<file path="src/atc_pkg.sv">
// Purpose: Shared constants and types of the arc trip configuration logic
// Assumes: 125 MHz system clock
// Notes: Switch bit positions are zero based (switch n sits at bit n-1)
`default_nettype none
package atc_pkg;
    localparam int SW_BANK_W = 8;
    localparam int SENSOR_N = 15;
    localparam int TRIP_N = 4;
    // Protection bank field positions
    localparam int PB_SCHEME_LSB = 0;
    localparam int PB_SCHEME_W = 3;
    localparam int PB_RESERVED = 3;
    localparam int PB_BLOCK = 4;
    localparam int PB_LATCH = 5;
    localparam int PB_FIBRE_LOOP = 6;
    localparam int PB_LIGHT_ONLY = 7;
    // Field-bus bank field positions
    localparam int FB_ADDR_LSB = 0;
    localparam int FB_ADDR_W = 4;
    localparam int FB_STOP_ONE = 4;
    localparam int FB_PARITY_ODD = 5;
    localparam int FB_PARITY_EN = 6;
    localparam int FB_BAUD_SLOW = 7;
    localparam logic [7:0] FB_ADDR_BASE = 8'h14;
    localparam int FIBRE_CH = 4;
    localparam logic [2:0] SCHEME_MAIN = 3'h0;
    // Switch filter: stable time in microseconds and derived cycle count
    localparam int CLK_MHZ = 125;
    localparam int SW_STABLE_US = 1000;
    localparam int SW_STABLE_CYC = SW_STABLE_US * CLK_MHZ;
    // Quench test pulse period and width
    localparam int QTEST_PERIOD_US = 1000;
    localparam int QTEST_PERIOD_CYC = QTEST_PERIOD_US * CLK_MHZ;
    localparam int QTEST_WIDTH_US = 10;
    localparam int QTEST_WIDTH_CYC = QTEST_WIDTH_US * CLK_MHZ;
    localparam logic [SW_BANK_W-1:0] SW_RESET_VAL = 8'h00;

    typedef struct packed {
        logic [TRIP_N-1:0] trip;
        logic fast;
        logic light_signal;
        logic quench;
    } atc_outputs_type;

    typedef struct packed {
        logic [7:0] address;
        logic baud_slow;
        logic parity_en;
        logic parity_odd;
        logic stop_one;
    } atc_serial_cfg_type;
endpackage
`default_nettype wire

</file>
<file path="src/atc_switch_filter.sv">
// Purpose: Debounce of a whole configuration switch bank
// Assumes: Bank already synchronised to clk_i
// Notes: The bank is taken as one word, so no mixed setting appears
`default_nettype none
module atc_switch_filter #(
    parameter int W = 8,
    parameter int STABLE_CYC = 125000
) (
    // Clock and reset
    input wire logic clk_i,
    input wire logic resetn_i,
    // Bank in and filtered bank out
    input wire logic [W-1:0] bank_i,
    output logic [W-1:0] bank_o,
    output logic valid_o
);
    logic [W-1:0] last_reg;
    logic [31:0] cnt_reg;
    logic valid_reg;

    always_ff @(posedge clk_i) begin
        if (!resetn_i) begin
            last_reg <= '0;
            cnt_reg <= '0;
        end else if (bank_i != last_reg) begin
            last_reg <= bank_i;
            cnt_reg <= '0;
        end else if (cnt_reg < 32'(STABLE_CYC)) begin
            cnt_reg <= cnt_reg + 32'h1;
        end
    end

    always_ff @(posedge clk_i) begin
        if (!resetn_i) begin
            bank_o <= '0;
            valid_reg <= 1'b0;
        end else if (bank_i == last_reg && cnt_reg == 32'(STABLE_CYC)) begin
            bank_o <= last_reg;
            valid_reg <= 1'b1;
        end
    end

    assign valid_o = valid_reg;
endmodule
`default_nettype wire

</file>
<file path="src/atc_sync.sv">
// Purpose: Three-stage synchroniser for an asynchronous input level
// Assumes: Input comes from a pin outside the clock domain
// Notes: A change counts once stages two and three agree
`default_nettype none
module atc_sync #(
    parameter int W = 1
) (
    // Clock and reset
    input wire logic clk_i,
    input wire logic resetn_i,
    // Level in and out
    input wire logic [W-1:0] d_i,
    output logic [W-1:0] q_o
);
    logic [W-1:0] s1_reg;
    logic [W-1:0] s2_reg;
    logic [W-1:0] s3_reg;

    always_ff @(posedge clk_i) begin
        if (!resetn_i) begin
            s1_reg <= '0;
            s2_reg <= '0;
            s3_reg <= '0;
        end else begin
            s1_reg <= d_i;
            s2_reg <= s1_reg;
            s3_reg <= s2_reg;
        end
    end

    // Per bit: hold old value while stages two and three disagree
    always_ff @(posedge clk_i) begin
        if (!resetn_i) begin
            q_o <= '0;
        end else begin
            q_o <= (s2_reg & s3_reg) | (q_o & (s2_reg | s3_reg));
        end
    end
endmodule
`default_nettype wire

</file>
<file path="src/atc_trip_logic.sv">
// Purpose: Switch decode and scheme 0 trip matrix of an arc protection unit
// Assumes: Light channels are detector levels, asynchronous to clk_i
// Notes: Schemes other than 0 drive no outputs but the test pulse; the field-bus engine
//        lives elsewhere and takes its settings from serial_cfg_o
`default_nettype none
// Operation
// Scheme number from protection switches one to three
// Switch 8 selects light only or light+overcurrent
// Switch 7 selects loop sensor or quench control
// Switch 6 latches trip relays and fast output
// Switch 5 blocks all trip related outputs
// Switch 4 reserved and ignored
// Station address is 20 plus switches 1-4
// Field-bus switch 8 picks 9600 or 19200 baud
// Field-bus switch 7 enables parity bit
// Field-bus switch 6 chooses odd or even parity
// Field-bus switch 5 chooses one or two stops
// Binary input one is overcurrent
// Binary input two is external light
// Light signal output from sensors only
// Quench control needs light and overcurrent together
// Trips qualified by light-only mode or overcurrent
// Scheme 0 sensor light drives every output
// Scheme 0 external light skips light signal output
// Field-bus bank present only on field-bus variant
// Switch banks synchronised and filtered
// Latched outputs held until explicit reset request; here also cleared with switch 6 off or outside scheme 0
module atc_trip_logic #(
    parameter bit FIELDBUS_VARIANT = 1'b1,
    parameter int SW_STABLE_CYC = atc_pkg::SW_STABLE_CYC,
    parameter int QTEST_PERIOD_CYC = atc_pkg::QTEST_PERIOD_CYC,
    parameter int QTEST_WIDTH_CYC = atc_pkg::QTEST_WIDTH_CYC
) (
    // Clock and reset
    input wire logic clk_i,
    input wire logic resetn_i,
    // Configuration switch banks (on = 1)
    input wire logic [atc_pkg::SW_BANK_W-1:0] protection_switch_bank_i,
    input wire logic [atc_pkg::SW_BANK_W-1:0] fieldbus_switch_bank_i,
    // Detector inputs
    input wire logic [atc_pkg::SENSOR_N-1:0] sensor_channels_i,
    input wire logic overcurrent_in_i,
    input wire logic external_light_in_i,
    // Latch release request
    input wire logic latch_reset_i,
    // Protection outputs
    output logic [atc_pkg::TRIP_N-1:0] trip_relay_outputs_o,
    output logic fast_output_o,
    output logic light_signal_out_o,
    output logic quench_control_out_o,
    output logic fibre_five_test_pulse_o,
    // Decoded configuration
    output logic [atc_pkg::PB_SCHEME_W-1:0] scheme_o,
    output atc_pkg::atc_serial_cfg_type serial_cfg_o,
    output logic config_valid_o
);
    logic [atc_pkg::SW_BANK_W-1:0] pb_sync;
    logic [atc_pkg::SW_BANK_W-1:0] fb_sync;
    logic [atc_pkg::SW_BANK_W-1:0] fb_raw;
    logic [atc_pkg::SW_BANK_W-1:0] pb_cfg;
    logic [atc_pkg::SW_BANK_W-1:0] fb_cfg;
    logic [atc_pkg::SENSOR_N-1:0] sensors;
    logic overcurrent;
    logic ext_light;
    logic latch_reset;
    logic pb_valid;
    logic fb_valid;

    logic light_only;
    logic fibre_loop;
    logic latch_en;
    logic blocked;
    logic [atc_pkg::SENSOR_N-1:0] sensor_mask;
    logic sensor_light;
    logic any_light;
    logic qualified;
    logic scheme_main;
    atc_pkg::atc_outputs_type want;
    atc_pkg::atc_outputs_type out_reg;
    logic [atc_pkg::TRIP_N-1:0] trip_latch_reg;
    logic fast_latch_reg;
    logic [31:0] qtest_cnt_reg;
    logic qtest_reg;

    // Pin inputs all pass a three-stage synchroniser
    atc_sync #(
        .W(atc_pkg::SW_BANK_W)
    ) u_pb_sync (
        .clk_i(clk_i),
        .resetn_i(resetn_i),
        .d_i(protection_switch_bank_i),
        .q_o(pb_sync)
    );

    // Basic variant has no second bank: its pins are not looked at
    assign fb_raw = FIELDBUS_VARIANT ? fieldbus_switch_bank_i
                                     : atc_pkg::SW_RESET_VAL;

    atc_sync #(
        .W(atc_pkg::SW_BANK_W)
    ) u_fb_sync (
        .clk_i(clk_i),
        .resetn_i(resetn_i),
        .d_i(fb_raw),
        .q_o(fb_sync)
    );

    atc_sync #(
        .W(atc_pkg::SENSOR_N + 3)
    ) u_in_sync (
        .clk_i(clk_i),
        .resetn_i(resetn_i),
        .d_i({sensor_channels_i, overcurrent_in_i, external_light_in_i,
              latch_reset_i}),
        .q_o({sensors, overcurrent, ext_light, latch_reset})
    ); // see R12

    // Whole-bank debounce avoids passing through a wrong scheme
    atc_switch_filter #(
        .W(atc_pkg::SW_BANK_W),
        .STABLE_CYC(SW_STABLE_CYC)
    ) u_pb_filt (
        .clk_i(clk_i),
        .resetn_i(resetn_i),
        .bank_i(pb_sync),
        .bank_o(pb_cfg),
        .valid_o(pb_valid)
    );

    atc_switch_filter #(
        .W(atc_pkg::SW_BANK_W),
        .STABLE_CYC(SW_STABLE_CYC)
    ) u_fb_filt (
        .clk_i(clk_i),
        .resetn_i(resetn_i),
        .bank_i(fb_sync),
        .bank_o(fb_cfg),
        .valid_o(fb_valid)
    );

    assign config_valid_o = pb_valid & fb_valid;

    // Protection bank decode; bit PB_RESERVED is never read
    assign scheme_o = // see R1
        pb_cfg[atc_pkg::PB_SCHEME_LSB +: atc_pkg::PB_SCHEME_W];
    assign light_only = pb_cfg[atc_pkg::PB_LIGHT_ONLY];
    assign fibre_loop = pb_cfg[atc_pkg::PB_FIBRE_LOOP];
    assign latch_en = pb_cfg[atc_pkg::PB_LATCH];
    assign blocked = pb_cfg[atc_pkg::PB_BLOCK];
    assign scheme_main = (scheme_o == atc_pkg::SCHEME_MAIN) & pb_valid;

    // Field-bus decode registered: the engine never sees an adder settle
    always_ff @(posedge clk_i) begin
        if (!resetn_i) begin
            serial_cfg_o <= {atc_pkg::FB_ADDR_BASE, 4'h0};
        end else begin
            serial_cfg_o.address <= atc_pkg::FB_ADDR_BASE
                + 8'(fb_cfg[atc_pkg::FB_ADDR_LSB +: atc_pkg::FB_ADDR_W]);
            serial_cfg_o.baud_slow <= fb_cfg[atc_pkg::FB_BAUD_SLOW];
            serial_cfg_o.parity_en <= fb_cfg[atc_pkg::FB_PARITY_EN];
            serial_cfg_o.parity_odd <=
                fb_cfg[atc_pkg::FB_PARITY_ODD];
            serial_cfg_o.stop_one <= fb_cfg[atc_pkg::FB_STOP_ONE];
        end
    end

    // Fibre channel five is no light sensor in quench-control use
    always_comb begin
        sensor_mask = '1;
        sensor_mask[atc_pkg::FIBRE_CH] = fibre_loop;
    end

    assign sensor_light = |(sensors & sensor_mask);
    assign any_light = sensor_light | ext_light;
    assign qualified = light_only | overcurrent; // see R2

    // Scheme 0 matrix
    always_comb begin
        want.fast = scheme_main & any_light & qualified; // see R17
        want.trip = {atc_pkg::TRIP_N{want.fast}}; // see R17
        want.light_signal = scheme_main & sensor_light; // see R14
        want.quench = scheme_main & any_light & overcurrent
                      & ~fibre_loop;
    end

    // Latches set while enabled; cleared by request once idle, or when disabled or outside scheme 0
    always_ff @(posedge clk_i) begin
        if (!resetn_i) begin
            trip_latch_reg <= '0;
            fast_latch_reg <= 1'b0;
        end else if (!latch_en || !scheme_main) begin
            // Leaving scheme 0 drops held trips, so no stale relay stays shut
            trip_latch_reg <= '0;
            fast_latch_reg <= 1'b0;
        end else begin
            // Set wins over a release that meets a live condition
            trip_latch_reg <= want.trip // see R4
                | (trip_latch_reg & ~{atc_pkg::TRIP_N{latch_reset}});
            fast_latch_reg <= want.fast
                | (fast_latch_reg & ~latch_reset); // see R4
        end
    end

    // Output stage: blocking overrides, latches only keep state inside
    always_ff @(posedge clk_i) begin
        if (!resetn_i) begin
            out_reg <= '0;
        end else if (blocked) begin
            out_reg <= '0;
        end else begin
            out_reg.trip <= want.trip | trip_latch_reg;
            out_reg.fast <= want.fast | fast_latch_reg;
            out_reg.light_signal <= want.light_signal;
            out_reg.quench <= want.quench;
        end
    end

    // Periodic test pulse on the fibre five transmitter in quench use
    always_ff @(posedge clk_i) begin
        if (!resetn_i) begin
            qtest_cnt_reg <= '0;
            qtest_reg <= 1'b0;
        end else if ((fibre_loop || !pb_valid) && !qtest_reg) begin
            // A begun pulse runs to full width: a runt could be misread
            qtest_cnt_reg <= '0;
            qtest_reg <= 1'b0;
        end else begin
            if (qtest_cnt_reg >= 32'(QTEST_PERIOD_CYC - 1)) begin
                qtest_cnt_reg <= '0;
            end else begin
                qtest_cnt_reg <= qtest_cnt_reg + 32'h1;
            end
            qtest_reg <= qtest_cnt_reg < 32'(QTEST_WIDTH_CYC);
        end
    end

    assign trip_relay_outputs_o = out_reg.trip;
    assign fast_output_o = out_reg.fast;
    assign light_signal_out_o = out_reg.light_signal;
    assign quench_control_out_o = out_reg.quench;
    assign fibre_five_test_pulse_o = qtest_reg;
endmodule
`default_nettype wire

</file>
<file path="config.mk">
export PLATFORM = sky130hd
export DESIGN_NAME = atc_trip_logic
export DESIGN_NICKNAME = d
export VERILOG_FILES = /design/src/atc_pkg.sv /design/src/atc_switch_filter.sv /design/src/atc_sync.sv /design/src/atc_trip_logic.sv
export SDC_FILE = /design/constraint.sdc
export NUM_CORES = 1
export LEC_CHECK = 0
export ABC_AREA = 1
export BUFFER_PORTS_ARGS = -buffer_cell sky130_fd_sc_hd__buf_2
export CAP_MARGIN = 15
export CORE_AREA = 10 10 216 218
export DETAILED_ROUTE_END_ITERATION = 8
export DIE_AREA = 0 0 226 228
export REMOVE_ABC_BUFFERS = 1
export SKIP_LAST_GASP = 1
export SLEW_MARGIN = 20
export SYNTH_ARGS = -nofsm -noshare
export SYNTH_HDL_FRONTEND = slang
export SYNTH_SLANG_ARGS = --single-unit
</file>
<file path="constraint.sdc">
create_clock -name clk_i -period 1.6 [get_ports clk_i]
set_input_delay 0.24 -clock clk_i [delete_from_list [all_inputs] [get_ports clk_i]]
set_output_delay 0.24 -clock clk_i [all_outputs]
set_load 0.02 [all_outputs]
</file>
==> reports/results.txt <==
fraction of layout cells with a size suffix above 1 -> 14.6%
non-filler instance count after layout -> 2019
FF-to-FF End -> u_fb_filt.bank_o[7]$_SDFFE_PN0P_
DR vias/cell -> 3.98
Residual DRC -> 0
CP endpoint kind -> flip-flop
CTS Root Cell -> clkbuf_16
Hold Violations, Final -> 0
YS warnings -> 0
most common cell after layout, fill and taps aside -> dfxtp_1
largest family of logic cells by synthesized area -> simple AND/OR/NAND/NOR gates
Leak Pwr -> 6.12 nW
Peak VDD IR -> 0.630 mV
FP Rows -> 76
GR Layer Usage met2 -> 13.1%
utilization after layout -> 31.1%
worst path arrival time -> 1.99 ns
fin nets -> 1494
area leader, netlist -> dfxtp_1
Synth Instances -> 1318
initial DRC count -> 394
Seq pwr share -> 49.3%
core area -> 0.0425 sq mm
Area Overhead vs Synth -> 26.7%
critical path startpoint category -> flip-flop
Synth top area share -> 55.3%
clk sinks -> 288
CP Class -> flip-flop to flip-flop
Worst Hold Endpoint -> u_pb_filt.valid_o$_SDFFE_PN0P_
top cells by area, synth -> dfxtp_1, nand2_1, inv_1
CTS Buf Count -> 29
first-pass GRT wire length -> 34.0 mm
NetSw -> 3.04 mW
hold_sp -> resetn_i
Synth Area in Adders -> 0.721%
global route hottest layer -> met2
Setup Viol. Count Final -> 0
CP Cell Sequence -> inv_2, ha_2, nand3_2, nor2_2, nand3_1, nor2_4, buf_6, nand3_1, a21oi_1
worst path required time -> 2.07 ns
Pwr Total -> 15.0 mW
Fin Clk Skew -> 0.0140 ns
clock latency on the worst-skew pair -> 0.54 ns
Fmax -> 0.657 GHz
mapped cell area -> 0.0104 sq mm
fill cell count -> 4389
XOR/XNOR Fraction of Synth Area -> 3.03%
power density over the cells -> 1130 mW/mm^2
sw frac -> 20.3%
mean area per synthesized cell -> 7.90 sq um
RSZ-0062 raised after global routing -> yes
Vias -> 8026
Hold Crit Depth -> 3
antenna-violating nets left -> 0
IO Port Bufs -> 57
worst r2r src -> u_fb_filt.cnt_reg[0]$_SDFFE_PP0N_
delay-heaviest family, CP -> simple AND/OR/NAND/NOR gates
CP max FO -> 4
Post-Synth Simple-Gate Area -> 23.6%
die area -> 0.0515 sq mm
H-Tree Depth -> 1
period utilization -> 95.1%
grt met1 use -> 9.14%
# IOs -> 60
die height -> 228 um
routed wire length per instance -> 10.1 um
slowest cell on the critical path -> dfxtp_4
clock network fraction of total power -> 48.0%
Clock transition at path regs -> 0.06 ns
Period minus WS final -> 1.52 ns
status -> complete, no violations
gp weighted congestion -> 0.811
WHS -> 0.0172 ns
Synth cell types -> 38
Inst Count DP -> 1915
Detail Placement HPWL -> 13.5 mm
highest-count cells in the layout ignoring fill and taps -> dfxtp_1, nand2_1, inv_1
buffers plus inverters on the worst setup path -> 2
largest net degree at the start of global routing -> 95
Max Slew Vio Count -> 0
worst min-delay path class -> primary input to flip-flop
worst stage delay on the critical path -> 0.36 ns
Diodes inserted -> 0
Comb power frac -> 2.8%
compound-cell area share of the yosys netlist -> 6.75%
met3 usage in global routing -> 1.69%
Yosys reg bits -> 288
Routed Wire Length -> 20.4 mm
post-synthesis mux area share -> 0%
CTS tree -> built
final global-route overflow total -> 0
vias in the first global route -> 7730
Worst path most repeated cell -> nand3_1
Global Route Usage Sum -> 7.61%
First-pass DRT Iterations -> 7
Int Pwr -> 11.9 mW
initial antenna violation count -> 0
Worst Reg-to-Reg Cells -> 9
starting density of the core -> 24.5%
Max-Cap Viols -> 0
sequential cell area fraction in the yosys report -> 55.3%
die width -> 226 um
reg2reg setup slack -> 0.08 ns
Max Buffers Root-to-Sink -> 3
==> through the flow <==
stage,setup slack [ns],setup TNS [ns],instance area (sq um)
finish,0.0783,0,13200
detailed placement,-0.0430,-0.104,11500
global placement,-0.0111,-0.0111,11500
floorplan,-0.365,-10.55,10300
global route,-0.0597,-0.320,13200
CTS,0.00409,0,12800
==> cells by family after synthesis <==
family,count (synthesis)
buffers and inverters,276
AND/OR/NAND/NOR,577
other,1
adder cells (fa/ha/maj),6
AO/OA/AOI/OAI,134
flip-flops,288
XOR/XNOR,36
==> routing by layer <==
| metal | part of all wire [%] | wire length (um) | vias up |
|---|---|---|---|
| met5 | 0 | 0 | - |
| met4 | 1.8 | 374 | 0 |
| met3 | 4.7 | 948 | 25 |
| met2 | 47 | 9660 | 115 |
| met1 | 46 | 9400 | 3615 |
| li1 | - | - | 4271 |
==> power by group through the flow <==
stage	clock (mW)	sequential, mW	combinational, mW
2_1_floorplan	0	7.52	0.177
3_3_place_gp	0	7.53	0.343
3_5_place_dp	0	7.53	0.350
4_1_cts	7.43	7.37	0.414
5_1_grt	7.69	7.39	0.485
6_report	7.18	7.38	0.416
==> what timing repair did <==
item / 4_1_cts / 5_1_grt
buffers inserted: 3 / 12
resized for setup: 2 / 69
hold endpoints to repair: 34 / 0
hold buffers: 34 / 0
endpoints found under the setup margin: 7 / 65
pin swaps: 2 / 15
cloned: 0 / 3
==> layout make-up <==
type                            instances  area (sq um)  area share (%)
Clock buffer                           36           782            5.92
Clock inverter                         16           243            1.84
Tap cell                              546           683            5.17
Sequential cell                       288          5780            43.8
Timing Repair Buffer                  127          1000            7.57
Inverter                              234           880            6.66
Multi-Input combinational cell        772          3840            29.1
==> worst max-delay path by stage <==
stage,startpoint,end,slack [ns],cells after the start
2_1_floorplan,u_fb_filt.cnt_reg[29]$_SDFFE_PP0N_,u_fb_filt.cnt_reg[0]$_SDFFE_PP0N_,-0.37,8
3_3_place_gp,qtest_cnt_reg[0]$_SDFF_PP0_,qtest_cnt_reg[12]$_SDFF_PP0_,-0.01,10
3_5_place_dp,qtest_cnt_reg[0]$_SDFF_PP0_,qtest_cnt_reg[12]$_SDFF_PP0_,-0.04,10
4_1_cts,u_fb_filt.cnt_reg[0]$_SDFFE_PP0N_,u_fb_filt.bank_o[3]$_SDFFE_PN0P_,0.004,9
5_1_grt,u_fb_filt.cnt_reg[0]$_SDFFE_PP0N_,u_fb_filt.bank_o[3]$_SDFFE_PN0P_,-0.06,9
6_report,u_fb_filt.cnt_reg[0]$_SDFFE_PP0N_,u_fb_filt.bank_o[7]$_SDFFE_PN0P_,0.08,9
==> worst min-delay path, stage by stage <==
cell and delay [ns]:
buf_6 0.11, inv_2 0.11, a21oi_1 0.05
==> synth_stat cells, drive strengths merged <==
cell type and number:
a211oi 1, o211ai 2, xor2 26, conb 1, and2 1, a21oi 89, xnor2 10, clkbuf 21
ha 6, dfxtp 288, o31ai 1, nand3 75, or2 3, a31oi 3, nor3b 5, nor4 2
nand4 17, buf 21, nor2 168, nand2 280, nand3b 10, o21ai 38, inv 233, clkinv 1
nor3 16
Note: power is estimated with default switching activity, not from simulation.
